==> src/pfh_regs.svh <==
`ifndef PFH_REGS_SVH
`define PFH_REGS_SVH

// ----------------------------------------------------------------
// Clock and cycle conversion
// ----------------------------------------------------------------
`define PFH_CLK_MHZ        50
`define PFH_CYC_MIN(ns)    ((((ns) * `PFH_CLK_MHZ) + 999) / 1000)
`define PFH_US_CYC(us)     ((us) * `PFH_CLK_MHZ)

// ----------------------------------------------------------------
// Timing
// ----------------------------------------------------------------
`define PFH_T_WINDOW_US    150
`define PFH_T_PWRUP_US     5000
`define PFH_T_WP_NS        100
`define PFH_T_WPH_NS       60
`define PFH_T_ACC_NS       150
`define PFH_T_GAP_NS       40
`define PFH_SYNC_LAT       3
`define PFH_WIN_GUARD_CYC  16
`define PFH_SETTLE_CYC     16

// ----------------------------------------------------------------
// Pin layout
// ----------------------------------------------------------------
`define PFH_ADDR_W         19
`define PFH_SECTOR_LSB     8
`define PFH_TOGGLE_BIT     6

// ----------------------------------------------------------------
// Command sequence constants
// ----------------------------------------------------------------
`define PFH_SEQ_ADDR1      19'h05555
`define PFH_SEQ_ADDR2      19'h02aaa
`define PFH_SEQ_DATA1      8'haa
`define PFH_SEQ_DATA2      8'h55
`define PFH_CMD_WP_ON      8'ha0
`define PFH_CMD_SETUP      8'h80
`define PFH_CMD_WP_OFF     8'h20
`define PFH_CMD_ERASE      8'h10
`define PFH_CMD_LOCK       8'h40
`define PFH_CMD_ID_IN      8'h90
`define PFH_CMD_ID_OUT     8'hf0
`define PFH_LOCK_DATA      8'h00
`define PFH_BOOT_LO_ADDR   19'h00000
`define PFH_BOOT_HI_ADDR   19'h7c000
`define PFH_LOCK_STAT_LO   19'h00002
`define PFH_LOCK_STAT_HI   19'h7fff2
`define PFH_LOCK_STAT_SET  8'hff

`endif

==> src/pfh_pkg.sv <==
`include "pfh_regs.svh"

package pfh_pkg;

	// ----------------------------------------------------------------
	// Request, answer and state types
	// ----------------------------------------------------------------
	typedef enum logic [3:0] {
		OP_READ, OP_LOAD, OP_WP_ON, OP_WP_OFF, OP_ERASE,
		OP_LOCK_LO, OP_LOCK_HI, OP_ID_IN, OP_ID_OUT
	} pfh_op_e;

	typedef struct packed {
		pfh_op_e                 op;
		logic [`PFH_ADDR_W-1:0]  addr;
		logic [7:0]              data;
	} pfh_req_s;

	typedef struct packed {
		logic [7:0] data;
		logic       refused;
	} pfh_rsp_s;

	typedef struct packed {
		logic [`PFH_ADDR_W-1:0]  addr;
		logic [7:0]              data;
	} pfh_word_s;

	typedef enum logic [3:0] {
		ST_POWERUP, ST_IDLE, ST_DISPATCH, ST_SETUP, ST_STROBE,
		ST_HOLD, ST_LOADED, ST_ACCESS, ST_GAP
	} pfh_state_e;

endpackage : pfh_pkg

==> src/pfh_sync.sv <==
`timescale 1ns/100ps

module pfh_sync #(
	parameter int W = 8
) (
	// Clock, enable and reset
	input  wire logic          i_sys_clk,
	input  wire logic          i_clk_en,
	input  wire logic          i_reset,
	// Asynchronous input and its synchronised view
	input  wire logic [W-1:0]  i_d,
	output logic      [W-1:0]  o_q,
	output logic               o_stable
);

	if (W < 1) begin : g_bad_width
		$error("pfh_sync width must be at least one");
	end

	logic [W-1:0] s1;
	logic [W-1:0] s2;

	// The change is trusted once the second and third stages agree.
	always_ff @(posedge i_sys_clk or posedge i_reset) begin
		if (i_reset) begin
			s1       <= '0;
			s2       <= '0;
			o_q      <= '0;
			o_stable <= 1'b0;
		end else if (i_clk_en) begin
			s1       <= i_d;
			s2       <= s1;
			o_q      <= s2;
			o_stable <= (s2 == o_q);
		end
	end

endmodule : pfh_sync

==> src/pfh_ctrl.sv <==
`timescale 1ns/100ps
`include "pfh_regs.svh"

// Notes on behaviour
// - Host loads a byte with a write strobe low pulse, chip select low, output enable high.
// - Next load must fall within 150 us of previous rise, else programming starts.
// - Sector address bits stay valid at every falling strobe edge of one load burst.
// - With write protection on, each program cycle begins with the three unlock commands.
// - Protection command bytes follow the same load window timing as sector loads.

module pfh_ctrl #(
	parameter int P_WINDOW_CYC = `PFH_US_CYC(`PFH_T_WINDOW_US),
	parameter int P_PWRUP_CYC  = `PFH_US_CYC(`PFH_T_PWRUP_US)
) (
	// Clock, enable and reset
	input  wire logic                    i_sys_clk,
	input  wire logic                    i_clk_en,
	input  wire logic                    i_reset,
	// Configuration
	input  wire logic                    i_wp_strap,
	// Request port
	input  wire logic                    i_req_valid,
	input  wire pfh_pkg::pfh_req_s       i_req,
	output logic                         o_req_ready,
	// Answer port
	output logic                         o_rsp_valid,
	output pfh_pkg::pfh_rsp_s            o_rsp,
	output logic                         o_busy,
	output logic                         o_wp_on,
	// Flash pins
	output logic [`PFH_ADDR_W-1:0]       o_addr,
	output logic                         o_ce_n,
	output logic                         o_oe_n,
	output logic                         o_we_n,
	output logic [7:0]                   o_dq,
	output logic                         o_dq_oe,
	input  wire logic [7:0]              i_dq
);

	localparam int TW = $clog2(P_PWRUP_CYC + P_WINDOW_CYC + 64);
	localparam logic [4:0] WP_CYC  = 5'(`PFH_CYC_MIN(`PFH_T_WP_NS));
	localparam logic [4:0] WPH_CYC = 5'(`PFH_CYC_MIN(`PFH_T_WPH_NS));
	localparam logic [4:0] ACC_CYC = 5'(`PFH_CYC_MIN(`PFH_T_ACC_NS) + `PFH_SYNC_LAT);
	localparam logic [4:0] GAP_CYC = 5'(`PFH_CYC_MIN(`PFH_T_GAP_NS));
	localparam logic [TW-1:0] ACCEPT_LIM = TW'(P_WINDOW_CYC - `PFH_WIN_GUARD_CYC);
	localparam logic [TW-1:0] CLOSE_LIM  = TW'(P_WINDOW_CYC + `PFH_SETTLE_CYC);
	localparam logic [TW-1:0] PWRUP_LIM  = TW'(P_PWRUP_CYC - 1);

	if (P_WINDOW_CYC <= `PFH_WIN_GUARD_CYC || P_PWRUP_CYC < 1) begin : g_bad_param
		$error("pfh_ctrl window or power-up count too small");
	end

	// ----------------------------------------------------------------
	// Data pin synchroniser
	// ----------------------------------------------------------------
	logic [7:0] dq_q;
	logic       dq_stable;

	pfh_sync #(.W(8)) u_dq_sync (
		.i_sys_clk (i_sys_clk),
		.i_clk_en  (i_clk_en),
		.i_reset   (i_reset),
		.i_d       (i_dq),
		.o_q       (dq_q),
		.o_stable  (dq_stable)
	);

	// ----------------------------------------------------------------
	// Command sequence table
	// ----------------------------------------------------------------
	function automatic pfh_pkg::pfh_word_s step_word(pfh_pkg::pfh_req_s r, logic [2:0] k);
		pfh_pkg::pfh_word_s w;
		w.addr = (k == 3'h1 || k == 3'h4) ? `PFH_SEQ_ADDR2 : `PFH_SEQ_ADDR1;
		w.data = (k == 3'h1 || k == 3'h4) ? `PFH_SEQ_DATA2 : `PFH_SEQ_DATA1;
		if (k == 3'h2) begin
			unique case (r.op)
				pfh_pkg::OP_ID_IN:  w.data = `PFH_CMD_ID_IN;
				pfh_pkg::OP_ID_OUT: w.data = `PFH_CMD_ID_OUT;
				pfh_pkg::OP_LOAD, pfh_pkg::OP_WP_ON: w.data = `PFH_CMD_WP_ON;
				default: w.data = `PFH_CMD_SETUP;
			endcase
		end else if (k == 3'h5) begin
			unique case (r.op)
				pfh_pkg::OP_WP_OFF: w.data = `PFH_CMD_WP_OFF;
				pfh_pkg::OP_ERASE:  w.data = `PFH_CMD_ERASE;
				default: w.data = `PFH_CMD_LOCK;
			endcase
		end else if (k == 3'h3 && r.op == pfh_pkg::OP_LOAD) begin
			w.addr = r.addr;
			w.data = r.data;
		end else if (k == 3'h6) begin
			w.addr = (r.op == pfh_pkg::OP_LOCK_HI) ? `PFH_BOOT_HI_ADDR : `PFH_BOOT_LO_ADDR;
			w.data = `PFH_LOCK_DATA;
		end
		return w;
	endfunction : step_word

	function automatic logic [2:0] last_step(pfh_pkg::pfh_op_e op);
		unique case (op)
			pfh_pkg::OP_LOAD: return 3'h3;
			pfh_pkg::OP_WP_OFF, pfh_pkg::OP_ERASE: return 3'h5;
			pfh_pkg::OP_LOCK_LO, pfh_pkg::OP_LOCK_HI: return 3'h6;
			default: return 3'h2;
		endcase
	endfunction : last_step

	// ----------------------------------------------------------------
	// Sequencer
	// ----------------------------------------------------------------
	pfh_pkg::pfh_state_e state;
	pfh_pkg::pfh_req_s   cur;
	pfh_pkg::pfh_word_s  first_w;
	pfh_pkg::pfh_word_s  next_w;
	logic [2:0]          step;
	logic [2:0]          first_step;
	logic [4:0]          cnt;
	logic [TW-1:0]       tmr;
	logic [`PFH_ADDR_W-1:0] last_addr;
	logic                burst_open;
	logic                polling;
	logic                poll_done;
	logic                have_prev;
	logic                prev_toggle;
	logic                pend;
	logic                strap_done;
	logic                lock_lo;
	logic                lock_hi;
	logic                same_sector;

	// A load inside an open burst skips the unlock prefix already given.
	assign first_step  = (cur.op == pfh_pkg::OP_LOAD && (burst_open || !o_wp_on)) ? 3'h3 : 3'h0;
	assign first_w     = step_word(cur, first_step);
	assign next_w      = step_word(cur, step + 3'h1);
	assign same_sector = (i_req.addr[`PFH_ADDR_W-1:`PFH_SECTOR_LSB] == last_addr[`PFH_ADDR_W-1:`PFH_SECTOR_LSB]);

	always_ff @(posedge i_sys_clk or posedge i_reset) begin
		if (i_reset) begin
			state <= pfh_pkg::ST_POWERUP;
			cur <= '0;
			step <= 3'h0;
			cnt <= 5'h0;
			tmr <= '0;
			last_addr <= '0;
			burst_open <= 1'b0;
			polling <= 1'b0;
			poll_done <= 1'b0;
			have_prev <= 1'b0;
			prev_toggle <= 1'b0;
			pend <= 1'b0;
			strap_done <= 1'b0;
			lock_lo <= 1'b0;
			lock_hi <= 1'b0;
			o_req_ready <= 1'b0;
			o_rsp_valid <= 1'b0;
			o_rsp <= '0;
			o_busy <= 1'b0;
			o_wp_on <= 1'b0;
			o_addr <= '0;
			o_ce_n <= 1'b1;
			o_oe_n <= 1'b1;
			o_we_n <= 1'b1;
			o_dq <= 8'h00;
			o_dq_oe <= 1'b0;
		end else if (i_clk_en) begin
			o_rsp_valid <= 1'b0;
			unique case (state)
				pfh_pkg::ST_POWERUP: begin
					// Protection state survives power cycles, so the strap tells where it stands.
					if (!strap_done) begin
						o_wp_on <= i_wp_strap;
						strap_done <= 1'b1;
					end
					tmr <= tmr + TW'(1);
					if (tmr >= PWRUP_LIM) begin
						state <= pfh_pkg::ST_IDLE;
						o_req_ready <= 1'b1;
					end
				end
				pfh_pkg::ST_IDLE: begin
					if (i_req_valid) begin
						cur <= i_req;
						o_req_ready <= 1'b0;
						state <= pfh_pkg::ST_DISPATCH;
					end
				end
				pfh_pkg::ST_DISPATCH: begin
					pend <= 1'b0;
					if (cur.op == pfh_pkg::OP_READ) begin
						o_addr <= cur.addr;
						o_ce_n <= 1'b0;
						o_oe_n <= 1'b0;
						cnt <= ACC_CYC;
						polling <= 1'b0;
						state <= pfh_pkg::ST_ACCESS;
					end else if (cur.op == pfh_pkg::OP_ERASE && (lock_lo || lock_hi)) begin
						o_rsp <= '{data: 8'h00, refused: 1'b1};
						o_rsp_valid <= 1'b1;
						o_req_ready <= 1'b1;
						state <= pfh_pkg::ST_IDLE;
					end else begin
						step <= first_step;
						o_addr <= first_w.addr;
						o_dq <= first_w.data;
						o_dq_oe <= 1'b1;
						o_oe_n <= 1'b1;
						o_ce_n <= 1'b0;
						burst_open <= 1'b1;
						state <= pfh_pkg::ST_SETUP;
					end
				end
				pfh_pkg::ST_SETUP: begin
					o_we_n <= 1'b0;
					cnt <= WP_CYC - 5'h1;
					state <= pfh_pkg::ST_STROBE;
				end
				pfh_pkg::ST_STROBE: begin
					if (cnt == 5'h0) begin
						o_we_n <= 1'b1;
						cnt <= WPH_CYC - 5'h1;
						tmr <= '0;
						state <= pfh_pkg::ST_HOLD;
					end else begin
						cnt <= cnt - 5'h1;
					end
				end
				pfh_pkg::ST_HOLD: begin
					o_ce_n <= 1'b1;
					o_dq_oe <= 1'b0;
					tmr <= tmr + TW'(1);
					if (cnt != 5'h0) begin
						cnt <= cnt - 5'h1;
					end else if (step == last_step(cur.op)) begin
						last_addr <= o_addr;
						if (cur.op == pfh_pkg::OP_WP_ON) o_wp_on <= 1'b1;
						if (cur.op == pfh_pkg::OP_WP_OFF) o_wp_on <= 1'b0;
						if (cur.op == pfh_pkg::OP_LOCK_LO) lock_lo <= 1'b1;
						if (cur.op == pfh_pkg::OP_LOCK_HI) lock_hi <= 1'b1;
						o_rsp <= '{data: cur.data, refused: 1'b0};
						o_rsp_valid <= 1'b1;
						o_busy <= 1'b1;
						o_req_ready <= 1'b1;
						state <= pfh_pkg::ST_LOADED;
					end else begin
						step <= step + 3'h1;
						o_addr <= next_w.addr;
						o_dq <= next_w.data;
						o_dq_oe <= 1'b1;
						o_ce_n <= 1'b0;
						state <= pfh_pkg::ST_SETUP;
					end
				end
				pfh_pkg::ST_LOADED: begin
					tmr <= tmr + TW'(1);
					// Ready drops a guard ahead of the window so that an accepted load still falls in time.
					o_req_ready <= !pend && !(o_req_ready && i_req_valid) && (tmr + TW'(1) < ACCEPT_LIM);
					if (o_req_ready && i_req_valid) begin
						cur <= i_req;
						// Only a load burst, or the unlock that opens one, may take further data bytes.
						if (i_req.op == pfh_pkg::OP_LOAD && same_sector
							&& (cur.op == pfh_pkg::OP_LOAD || cur.op == pfh_pkg::OP_WP_ON)) begin
							state <= pfh_pkg::ST_DISPATCH;
						end else begin
							pend <= 1'b1;
						end
					end else if (tmr >= CLOSE_LIM) begin
						// The window has lapsed and the device is programming; poll it out.
						burst_open <= 1'b0;
						o_req_ready <= 1'b0;
						o_addr <= last_addr;
						o_ce_n <= 1'b0;
						o_oe_n <= 1'b0;
						cnt <= ACC_CYC;
						polling <= 1'b1;
						have_prev <= 1'b0;
						poll_done <= 1'b0;
						state <= pfh_pkg::ST_ACCESS;
					end
				end
				pfh_pkg::ST_ACCESS: begin
					if (cnt != 5'h0) begin
						cnt <= cnt - 5'h1;
					end else if (dq_stable) begin
						o_ce_n <= 1'b1;
						o_oe_n <= 1'b1;
						cnt <= GAP_CYC - 5'h1;
						state <= pfh_pkg::ST_GAP;
						if (polling) begin
							have_prev <= 1'b1;
							prev_toggle <= dq_q[`PFH_TOGGLE_BIT];
							poll_done <= have_prev && (prev_toggle == dq_q[`PFH_TOGGLE_BIT]);
						end else begin
							o_rsp <= '{data: dq_q, refused: 1'b0};
							o_rsp_valid <= 1'b1;
							if (o_addr == `PFH_LOCK_STAT_LO && dq_q == `PFH_LOCK_STAT_SET) lock_lo <= 1'b1;
							if (o_addr == `PFH_LOCK_STAT_HI && dq_q == `PFH_LOCK_STAT_SET) lock_hi <= 1'b1;
						end
					end
				end
				pfh_pkg::ST_GAP: begin
					if (cnt != 5'h0) begin
						cnt <= cnt - 5'h1;
					end else if (polling && !poll_done) begin
						o_ce_n <= 1'b0;
						o_oe_n <= 1'b0;
						cnt <= ACC_CYC;
						state <= pfh_pkg::ST_ACCESS;
					end else begin
						polling <= 1'b0;
						o_busy <= 1'b0;
						if (pend) begin
							state <= pfh_pkg::ST_DISPATCH;
						end else begin
							o_req_ready <= 1'b1;
							state <= pfh_pkg::ST_IDLE;
						end
					end
				end
			endcase
		end
	end

	// ----------------------------------------------------------------
	// Checks
	// ----------------------------------------------------------------
	logic [TW-1:0] since_rise;
	logic [1:0]    fall_idx;

	always_ff @(posedge i_sys_clk or posedge i_reset) begin
		if (i_reset) begin
			since_rise <= '0;
			fall_idx <= 2'h0;
		end else if (i_clk_en) begin
			since_rise <= (!o_we_n) ? '0 : since_rise + TW'(1);
			if (!burst_open) fall_idx <= 2'h0;
			else if (state == pfh_pkg::ST_SETUP && fall_idx != 2'h3) fall_idx <= fall_idx + 2'h1;
		end
	end
endmodule : pfh_ctrl

==> config.mk <==
export PLATFORM = sky130hd
export DESIGN_NAME = pfh_ctrl
export DESIGN_NICKNAME = d
export VERILOG_FILES = /design/src/pfh_pkg.sv /design/src/pfh_sync.sv /design/src/pfh_ctrl.sv
export VERILOG_INCLUDE_DIRS = /design/src /design/src/src
export SDC_FILE = /design/constraint.sdc
export NUM_CORES = 1
export LEC_CHECK = 0
export BUFFER_PORTS_ARGS = -buffer_cell sky130_fd_sc_hd__buf_2
export CORE_ASPECT_RATIO = 1.25
export CORE_UTILIZATION = 43
export CTS_CLUSTER_DIAMETER = 100
export DETAILED_ROUTE_END_ITERATION = 10
export PLACE_DENSITY_LB_ADDON = 0.12
export SKIP_CTS_REPAIR_TIMING = 1
export SYNTH_ARGS = -nofsm -noshare
export SYNTH_HDL_FRONTEND = slang
export SYNTH_SLANG_ARGS = --single-unit
==> constraint.sdc <==
create_clock -name i_sys_clk -period 7.45 [get_ports i_sys_clk]
set_clock_uncertainty 0.2 [all_clocks]
set_input_delay 0.3725 -clock i_sys_clk [delete_from_list [all_inputs] [get_ports i_sys_clk]]
set_output_delay 0.3725 -clock i_sys_clk [all_outputs]
set_load 0.01 [all_outputs]
# After elaboration in Yosys (flattened, before gate mapping)
# Cells that the tools add are included.
[op_classes]
add_sub_neg = 3
n_mux = 160
order_cmp = 3
eq_ne = 70
n_bitwise = 1
n_reduce_logical = 69
[op_table]
columns = ["operator", "count"]
rows = [
  ["two-way mux 19 bit", 11],
  ["two-way mux 27 bit", 4],
  ["two-way mux 8 bit", 10],
  ["two-way mux 1 bit", 65],
  ["two-way mux 9 bit", 7],
  ["two-way mux 31 bit", 2],
  ["case mux 31 bit (2 select lines)", 1],
  ["case mux 19 bit (3 select lines)", 1],
  ["inequality test 2 bit (second input constant)", 27],
  ["two-way mux 5 bit", 9],
  ["AND reduction 9 bit", 5],
  ["two-way mux 4 bit", 10],
  ["case mux 18 bit (2 select lines)", 1],
  ["case mux 4 bit (9 select lines)", 1],
  ["case mux 5 bit (7 select lines)", 1],
  ["equality test 4 x 3 -> 1 bit (second input constant)", 8],
  ["two-way mux 15 bit", 2],
  ["two-way mux 3 bit", 10],
  ["case mux 9 bit (3 select lines)", 1],
  ["AND reduction 6 bit", 4],
  ["case mux 7 bit (3 select lines)", 1],
  ["AND reduction 7 bit", 3],
  ["case mux 1 bit (2 select lines)", 10],
  ["equality test 19 bit (second input constant)", 1],
  ["other kinds (55)", 111],
]
[word_totals]
output_inout_bits = 44
reg_bits = 158
wordCells = 339

# Logic depth before layout (Yosys ltp)
# Gate-level depths: netlist of the first run.
[depth]
ltp_word = 14
depth_mapped = 10
mapped_depth_nobuf = 8

# Modules after synthesis
# From an unflattened synthesis of the first run, not the netlist that was laid out.
[hier_totals]
cells_unflattened = 893
hier_area_um2 = 8981.1
[by_module_without_submodules]
columns = ["mod", "area_each_um2", "cells_each", "n_inst", "seq_area_each_um2"]
rows = [
  ["pfh_ctrl", 7933.9, 828, 1, 3331.9],
  ["pfh_sync", 1047.3, 65, 1, 625.6],
]

# Worst setup path after synthesis of the first run
# Ideal clock, no wire load.
[synth_timing]
path_type = "reg2reg"
start = "reg cnt[0]"
end = "reg o_addr[0]"
period_less_slack_ns = 2.682
arrival_time_ns = 2.357
path_buffers = 2
stages_incl_launch_ff = 11
setup_slack_ns = 4.768
path_cell_list = "dfrtp_1 > inv_1 > ha_1 > nor4b_2 > o2111ai_1 > o211ai_1 > a31o_4 > and4_4 > buf_6 > buf_6 > mux2_4"
[synth_between]
elab_chain_len = 3
[synth_rtl]
columns = ["element", "line_no", "rtl"]
rows = [
  ["from (decl)", "pfh_ctrl.sv:116", "logic [4:0] cnt;"],
  ["from (signal assigned)", "pfh_ctrl.sv:213", "cnt <= WP_CYC - 5'h1;"],
  ["from (signal assigned)", "pfh_ctrl.sv:219", "cnt <= WPH_CYC - 5'h1;"],
  ["from (signal assigned)", "pfh_ctrl.sv:223", "cnt <= cnt - 5'h1;"],
  ["nonzero test 5 bit", "pfh_ctrl.sv:230", "if (cnt != 5'h0) begin"],
  ["inequality test 2 bit (no source line)", "n/a", ""],
  ["AND reduction 7 bit (no source line)", "n/a", ""],
  ["to (signal assigned)", "pfh_ctrl.sv:202", "o_addr <= first_w.addr;"],
  ["to (signal assigned)", "pfh_ctrl.sv:245", "o_addr <= next_w.addr;"],
  ["to (signal assigned)", "pfh_ctrl.sv:269", "o_addr <= last_addr;"],
  ["to (decl)", "pfh_ctrl.sv:31", "output logic [`PFH_ADDR_W-1:0] o_addr,"],
]
# Every way passes these cells.
# A chain may end at the register's enable or synchronous reset.

# Final worst setup path of the first run
[layout_timing]
start = "reg state[3]"
end = "reg o_rsp[4] (netlist name)"
[layout_between]
elab_chain_len = 3
[layout_rtl]
columns = ["element", "line_no", "rtl"]
rows = [
  ["from (decl)", "pfh_ctrl.sv:110", "pfh_pkg::pfh_state_e state;"],
  ["from (signal assigned)", "pfh_ctrl.sv:138", "state <= pfh_pkg::ST_POWERUP;"],
  ["from (signal assigned)", "pfh_ctrl.sv:175", "state <= pfh_pkg::ST_IDLE;"],
  ["from (signal assigned)", "pfh_ctrl.sv:183", "state <= pfh_pkg::ST_DISPATCH;"],
  ["equality test 4 x 3 -> 1 bit / equality test 4 x 2 -> 1 bit (equally long branches)", "pfh_ctrl.sv:166", "unique case (state)"],
  ["inequality test 2 x 1 -> 1 bit (no source line) (tied with other cells)", "n/a", ""],
  ["AND reduction 9 bit (no source line)", "n/a", ""],
  ["to (signal assigned)", "pfh_ctrl.sv:196", "o_rsp <= '{data: 8'h00, refused: 1'b1};"],
  ["to (signal assigned)", "pfh_ctrl.sv:238", "o_rsp <= '{data: cur.data, refused: 1'b0};"],
  ["to (signal assigned)", "pfh_ctrl.sv:292", "o_rsp <= '{data: dq_q, refused: 1'b0};"],
  ["to (decl)", "pfh_ctrl.sv:27", "output pfh_pkg::pfh_rsp_s o_rsp,"],
]
# Several ways; a longest one is shown, not always the timed one.

==> results of run 1 <==
## sequential cells by signal, summed over array words and instances, names as in the netlist, 3 cells and up
signal and count:
cur 31, last_addr 19, o_addr 19, tmr 18
o_rsp 9, o_dq 8, u_dq_sync.o_q 8, u_dq_sync.s1 8
u_dq_sync.s2 8, cnt 5, state 4, step 3
## per-layer routing
| layer | global-route usage (%) | vias up |
|---|---|---|
| met1 | 30.2 | 3709 |
| met4 | 7.99 | 0 |
| met5 | 0 | - |
| met3 | 3.42 | 23 |
| li1 | - | 3601 |
| met2 | 38.7 | 131 |
## cells by family after synthesis
logic type / count (synthesis)
compound gates: 220
xor+xnor: 30
mux: 128
flops: 158
buf+inv: 93
simple gates: 299
fa+ha+maj: 8
## critical path: stages, from the launching register on
cell and delay, ps:
dfrtp_1 880, and3b_1 340, nand2_1 660, o221ai_1 280, a21oi_2 290, o2111ai_2 380, mux2_2 420
## synthesized netlist by cell type (4+ instances only)
cell type	n
inv_1	25
mux2_4	9
nand2b_1	14
nand4_1	22
dfrtp_1	155
or3_1	11
ha_1	7
buf_1	7
and2_1	6
nor2b_1	15
nand3_1	29
nor4_1	14
mux2_2	106
a31oi_1	13
xor2_1	11
clkbuf_1	41
nor2_1	52
a21oi_1	39
o31ai_1	13
a22oi_1	5
nand2_1	85
xnor2_1	19
and3_1	8
nor4b_1	4
buf_2	18
mux2i_1	13
o211ai_1	6
o221ai_1	9
nor3_1	16
o21ai_0	71
## cell type report
type / instances / area share (%)
tap: 274 / 3.22
clock buffer: 17 / 4.00
clock inverter: 13 / 1.47
timing repair buffer: 122 / 7.22
multi-input combinational: 685 / 46.0
sequential: 158 / 37.2
inverter: 25 / 0.929
## where the power goes
group	switching, uW	leakage (uW)	total [uW]	internal (uW)
Clock	377	0.000273	876	499
Combinational	75.3	0.00228	144	68.6
Sequential	43.1	0.00208	934	891
## final timing paths
check,slack [ps],from,depth (start not counted),end
setup / recovery,3870,state[3],6,o_rsp[4]
hold reg to reg,260,lock_hi,1,lock_hi
hold / removal,-70,i_reset,2,cur[9]
max in group asynchronous,5750,i_reset,3,o_addr[16]
min in group i_sys_clk,-10,i_req[3],3,cur[3]
setup reg to reg,3870,state[3],6,o_rsp[4]
## stage by stage
step           hold slack, ps  cells  cell area [um^2]  setup WS [ps]
3_5_place_dp              250   1236              9780           3900
3_3_place_gp              245   1236              9780           3980
2_1_floorplan             231    936              9190           2620
6_report                -73.2   1294             10600           3870
4_1_cts                 -48.0   1266             10400           3910
5_1_grt                 0.986   1294             10600           3550
==> results.sh, run 1 <==
export IMPL_status="finished with violations"
export IMPL_violations="negative hold slack"
export IMPL_netlist_area_leader_share_pct=42.2
export IMPL_finalSetupTns_ps=0
export IMPL_timing_hold_ws_ps=-73.2
export IMPL_drt_total_wl_um=24500
export IMPL_clock_sinks=158
export IMPL_wire_per_inst_um=19.0
export IMPL_nets=1060
export IMPL_worstPathArrival_ps=3690
export IMPL_avgSynthCellArea_um2=9.82
export IMPL_synthAdderAreaFrac_pct=1.06
export IMPL_syn_num_nets=987
export IMPL_wl_met1_um=11100
export IMPL_rsz0062_at_grt="false"
export IMPL_dr_pass1_iters=5
export IMPL_yosys_warnings=0
export IMPL_cts_buffer_depth=2
export IMPL_h_tree_depth=4
export IMPL_drcViolationCount=0
export IMPL_synth_compound_area_share_pct=15.9
export IMPL_overflow=0
export IMPL_port_buffers=87
export IMPL_path_clk_slew_ps=70
export IMPL_num_rows=59
export IMPL_hpwl_um=17000
export IMPL_max_vdd_ir_drop_uv=161
export IMPL_grt_pass1_vias=7132
export IMPL_synth_simple_area_share_pct=17.0
export IMPL_p_leak_uw=0.00464
export IMPL_multi_input_area_um2=4890
export IMPL_n_fill_cell=1966
export IMPL_clockRootBuffer="clkbuf_16"
export IMPL_yosysSeqAreaShare_pct=43.1
export IMPL_gp_congestion=0.902
export IMPL_synth_edf_count=0
export IMPL_wl_met3_um=664
export IMPL_num_vias=7464
export IMPL_period_share_pct=48.1
export IMPL_mostFrequentLayoutCell="dfrtp_1"
export IMPL_vias_per_cell=5.77
export IMPL_syn_area_um2=9190
export IMPL_cts_tree="yes"
export IMPL_cp_max_fo=24
export IMPL_drive_gt1_share_pct=25.6
export IMPL_fin_util_pct=50.9
export IMPL_tightest_slew_ps=1050
export IMPL_dieArea_um2=22000
export IMPL_wl_met2_um=12300
export IMPL_setup_viol=0
export IMPL_max_freq_ghz=0.279
export IMPL_cts_buffers=17
export IMPL_ys_ff_latch=158
export IMPL_core_area_um2=20900
export IMPL_groute_usage_overall_pct=23.0
export IMPL_slew_viol_final=0
export IMPL_synth_distinct_cells=80
export IMPL_synth_xor_area_share_pct=2.86
export IMPL_ios=88
export IMPL_most_common_layout_cells="155 x dfrtp_1, 106 x mux2_2, 87 x buf_2, 85 x nand2_1, 70 x o21ai_0"
export IMPL_critical_path_class="reg2reg"
export IMPL_grt_max_degree=105
export IMPL_cellPowerDensity_nw_per_um2=184
export IMPL_fin_crit_ps=3580
export IMPL_regArea_um2=3960
export IMPL_die_x_um=133
export IMPL_async_flop_share_pct=100
export IMPL_num_antenna_cells=0
export IMPL_highest_layer="met4"
export IMPL_maxCapViolations=0
export IMPL_drt_iter0_markers=486
export IMPL_worstPathRequired_ps=7560
export IMPL_synth_top_family_by_area="simple AND/OR/NAND/NOR gates"
export IMPL_hp_class="in2async"
export IMPL_synthMuxAreaShare_pct=15.9
export IMPL_total_power_uw=1950
export IMPL_insertion_delay_ps=430
export IMPL_slew_headroom_pct=29.8
export IMPL_cp_start_kind="register"
export IMPL_synth_area_leaders="dfrtp_1 42%, mux2_2 13%, o21ai_0 3.9%, nand2_1 3.5%, a21oi_1 2.1%"
export IMPL_grt_pass1_wl_um=39100
export IMPL_ys_flop_type="dfrtp_1"
export IMPL_fp_dieH_um=165
export IMPL_netlist_instances=936
export IMPL_worstSetupEndpointType="register"
export IMPL_postRouteAntennaNets=0
export IMPL_antenna_found_initial=0
export IMPL_start_util_pct=44.0
export IMPL_yosys_area_top_type="dfrtp_1"
export IMPL_areaGrowthSynthToFinish_pct=15.8
export IMPL_hold_viol=31
No activity file was read; power rests on OpenSTA's default activity.
==> inputs of run 2 (changes only) <==
clock period = 2.9 ns   (was 7.45 ns; I/O delays follow)
==> results.sh, run 2 (synthesized netlist as in run 1, its figures left out) <==
export IMPL_status="complete, no violations"
export IMPL_num_antenna_cells=0
export IMPL_dieArea_um2=22000
export IMPL_critical_path_class="reg2reg"
export IMPL_place_ws_ps=43.5
export IMPL_groute_usage_overall_pct=23.7
export IMPL_hpwl_um=18500
export IMPL_tightest_slew_ps=817
export IMPL_cts_buffers=17
export IMPL_fin_crit_ps=2800
export IMPL_wire_per_inst_um=18.5
export IMPL_largest_reg_flops=31
export IMPL_drcViolationCount=0
export IMPL_hold_viol=0
export IMPL_startpoint="cur[29]"
export IMPL_r2r_start="cur[29]"
export IMPL_grt_pass1_wl_um=40400
export IMPL_cp_slowest_cell="dfrtp_1"
export IMPL_dr_pass1_iters=5
export IMPL_most_common_layout_cells="155 x dfrtp_1, 106 x mux2_2, 87 x buf_2, 85 x nand2_1, 70 x o21ai_0"
export IMPL_drive_gt1_share_pct=30.2
export IMPL_p_leak_uw=0.00511
export IMPL_reg_largest_list="cur: 31 flops, last_addr: 19 flops, o_addr: 19 flops"
export IMPL_overflow=0
export IMPL_insertion_delay_ps=430
export IMPL_cp_start_kind="register"
export IMPL_worst_path_buf_inv=1
export IMPL_rsz0062_at_grt="false"
export IMPL_nets=1143
export IMPL_setup_viol=0
export IMPL_clock_sinks=158
export IMPL_port_buffers=87
export IMPL_num_vias=7891
export IMPL_worstPathArrival_ps=2920
export IMPL_slew_viol_final=0
export IMPL_total_power_uw=5200
export IMPL_crit_family="simple AND/OR/NAND/NOR gates"
export IMPL_fp_dieH_um=165
export IMPL_slowest_delay_ps=510
export IMPL_path_clk_slew_ps=70
export IMPL_h_tree_depth=4
export IMPL_mostFrequentLayoutCell="dfrtp_1"
export IMPL_wl_met3_um=566
export IMPL_worstPathRequired_ps=3010
export IMPL_grt_pass1_vias=7612
export IMPL_design_area_um2=11500
export IMPL_wl_met2_um=12900
export IMPL_slew_headroom_pct=45.4
export IMPL_period_share_pct=96.6
export IMPL_gp_congestion=0.834
export IMPL_die_x_um=133
export IMPL_vias_per_cell=5.72
export IMPL_wl_met1_um=11400
export IMPL_drt_iter0_markers=474
export IMPL_maxCapViolations=0
export IMPL_core_area_um2=20900
export IMPL_worstSetupEndpointType="register"
export IMPL_layout_setup_ws_ps=97.5
export IMPL_postPlaceCellArea_um2=10400
export IMPL_r2r_cells=6
export IMPL_grt_max_degree=47
export IMPL_top_register="cur"
export IMPL_cts_buffer_depth=2
export IMPL_highest_layer="met4"
export IMPL_max_freq_ghz=0.357
export IMPL_max_vdd_ir_drop_uv=389
export IMPL_clockRootBuffer="clkbuf_16"
export IMPL_path_cells="or3_1, a311o_1, a21bo_2, nor3_2, buf_12, mux2_2"
export IMPL_fin_cells=1379
export IMPL_path_depth=6
export IMPL_postRouteAntennaNets=0
export IMPL_cellPowerDensity_nw_per_um2=454
export IMPL_drt_total_wl_um=25500
export IMPL_num_rows=59
export IMPL_ios=88
export IMPL_crit_end="last_addr[17]"
export IMPL_cts_tree="yes"
export IMPL_numPlacedInstances=1304
export IMPL_hp_class="in2reg"
export IMPL_areaGrowthSynthToFinish_pct=24.7
export IMPL_finalSetupTns_ps=0
export IMPL_cp_max_fo=19
export IMPL_antenna_found_initial=0
export IMPL_r2r_slack_ps=100
export IMPL_rr_endpoint="last_addr[17]"
export IMPL_start_util_pct=44.0
run 2: final cells by class:
cell class | count | area [um^2]
clock buffer | 19 | 453
clock inverter | 13 | 173
fill | 1918 | 9430
inverter | 25 | 97.6
multi-input combinational | 685 | 4920
sequential | 158 | 3960
tap | 274 | 343
timing repair buffer | 205 | 1510
run 2: stage by stage:
stage	util (%)	hold slack, ps
after floorplan	-	61.8
after global placement	49.6	146
after detailed placement	49.6	143
after CTS	52.6	-316
after global routing	54.9	134
final	54.9	69.7
run 2: worst min path at each step:
stage	start	endpoint	depth (start not counted)
global route	i_req_valid	pend	4
finish	i_req_valid	pend	4
detailed placement	i_reset	u_dq_sync.s2[6]	2
CTS	i_reset	u_dq_sync.s2[6]	2
floorplan	i_req[1]	cur[1]	2
global placement	i_reset	u_dq_sync.s2[6]	2
run 2: power by group:
part	switching [uW]	internal, uW	total [uW]	leakage (uW)
clock	1020	1360	2380	0.000305
sequential	91.8	2290	2380	0.00208
combinational	225	221	446	0.00273
run 2: routing by layer:
metal,track usage [%],vias to the layer above
met2,40.9,132
li1,-,3766
met1,29.7,3957
met5,0,-
met4,10.2,0
met3,3.45,36
run 2: tightest hold or removal path: stages:
cell,delay (ps)
buf_2,120
and2_1,190
a31oi_1,100
nor2_1,100
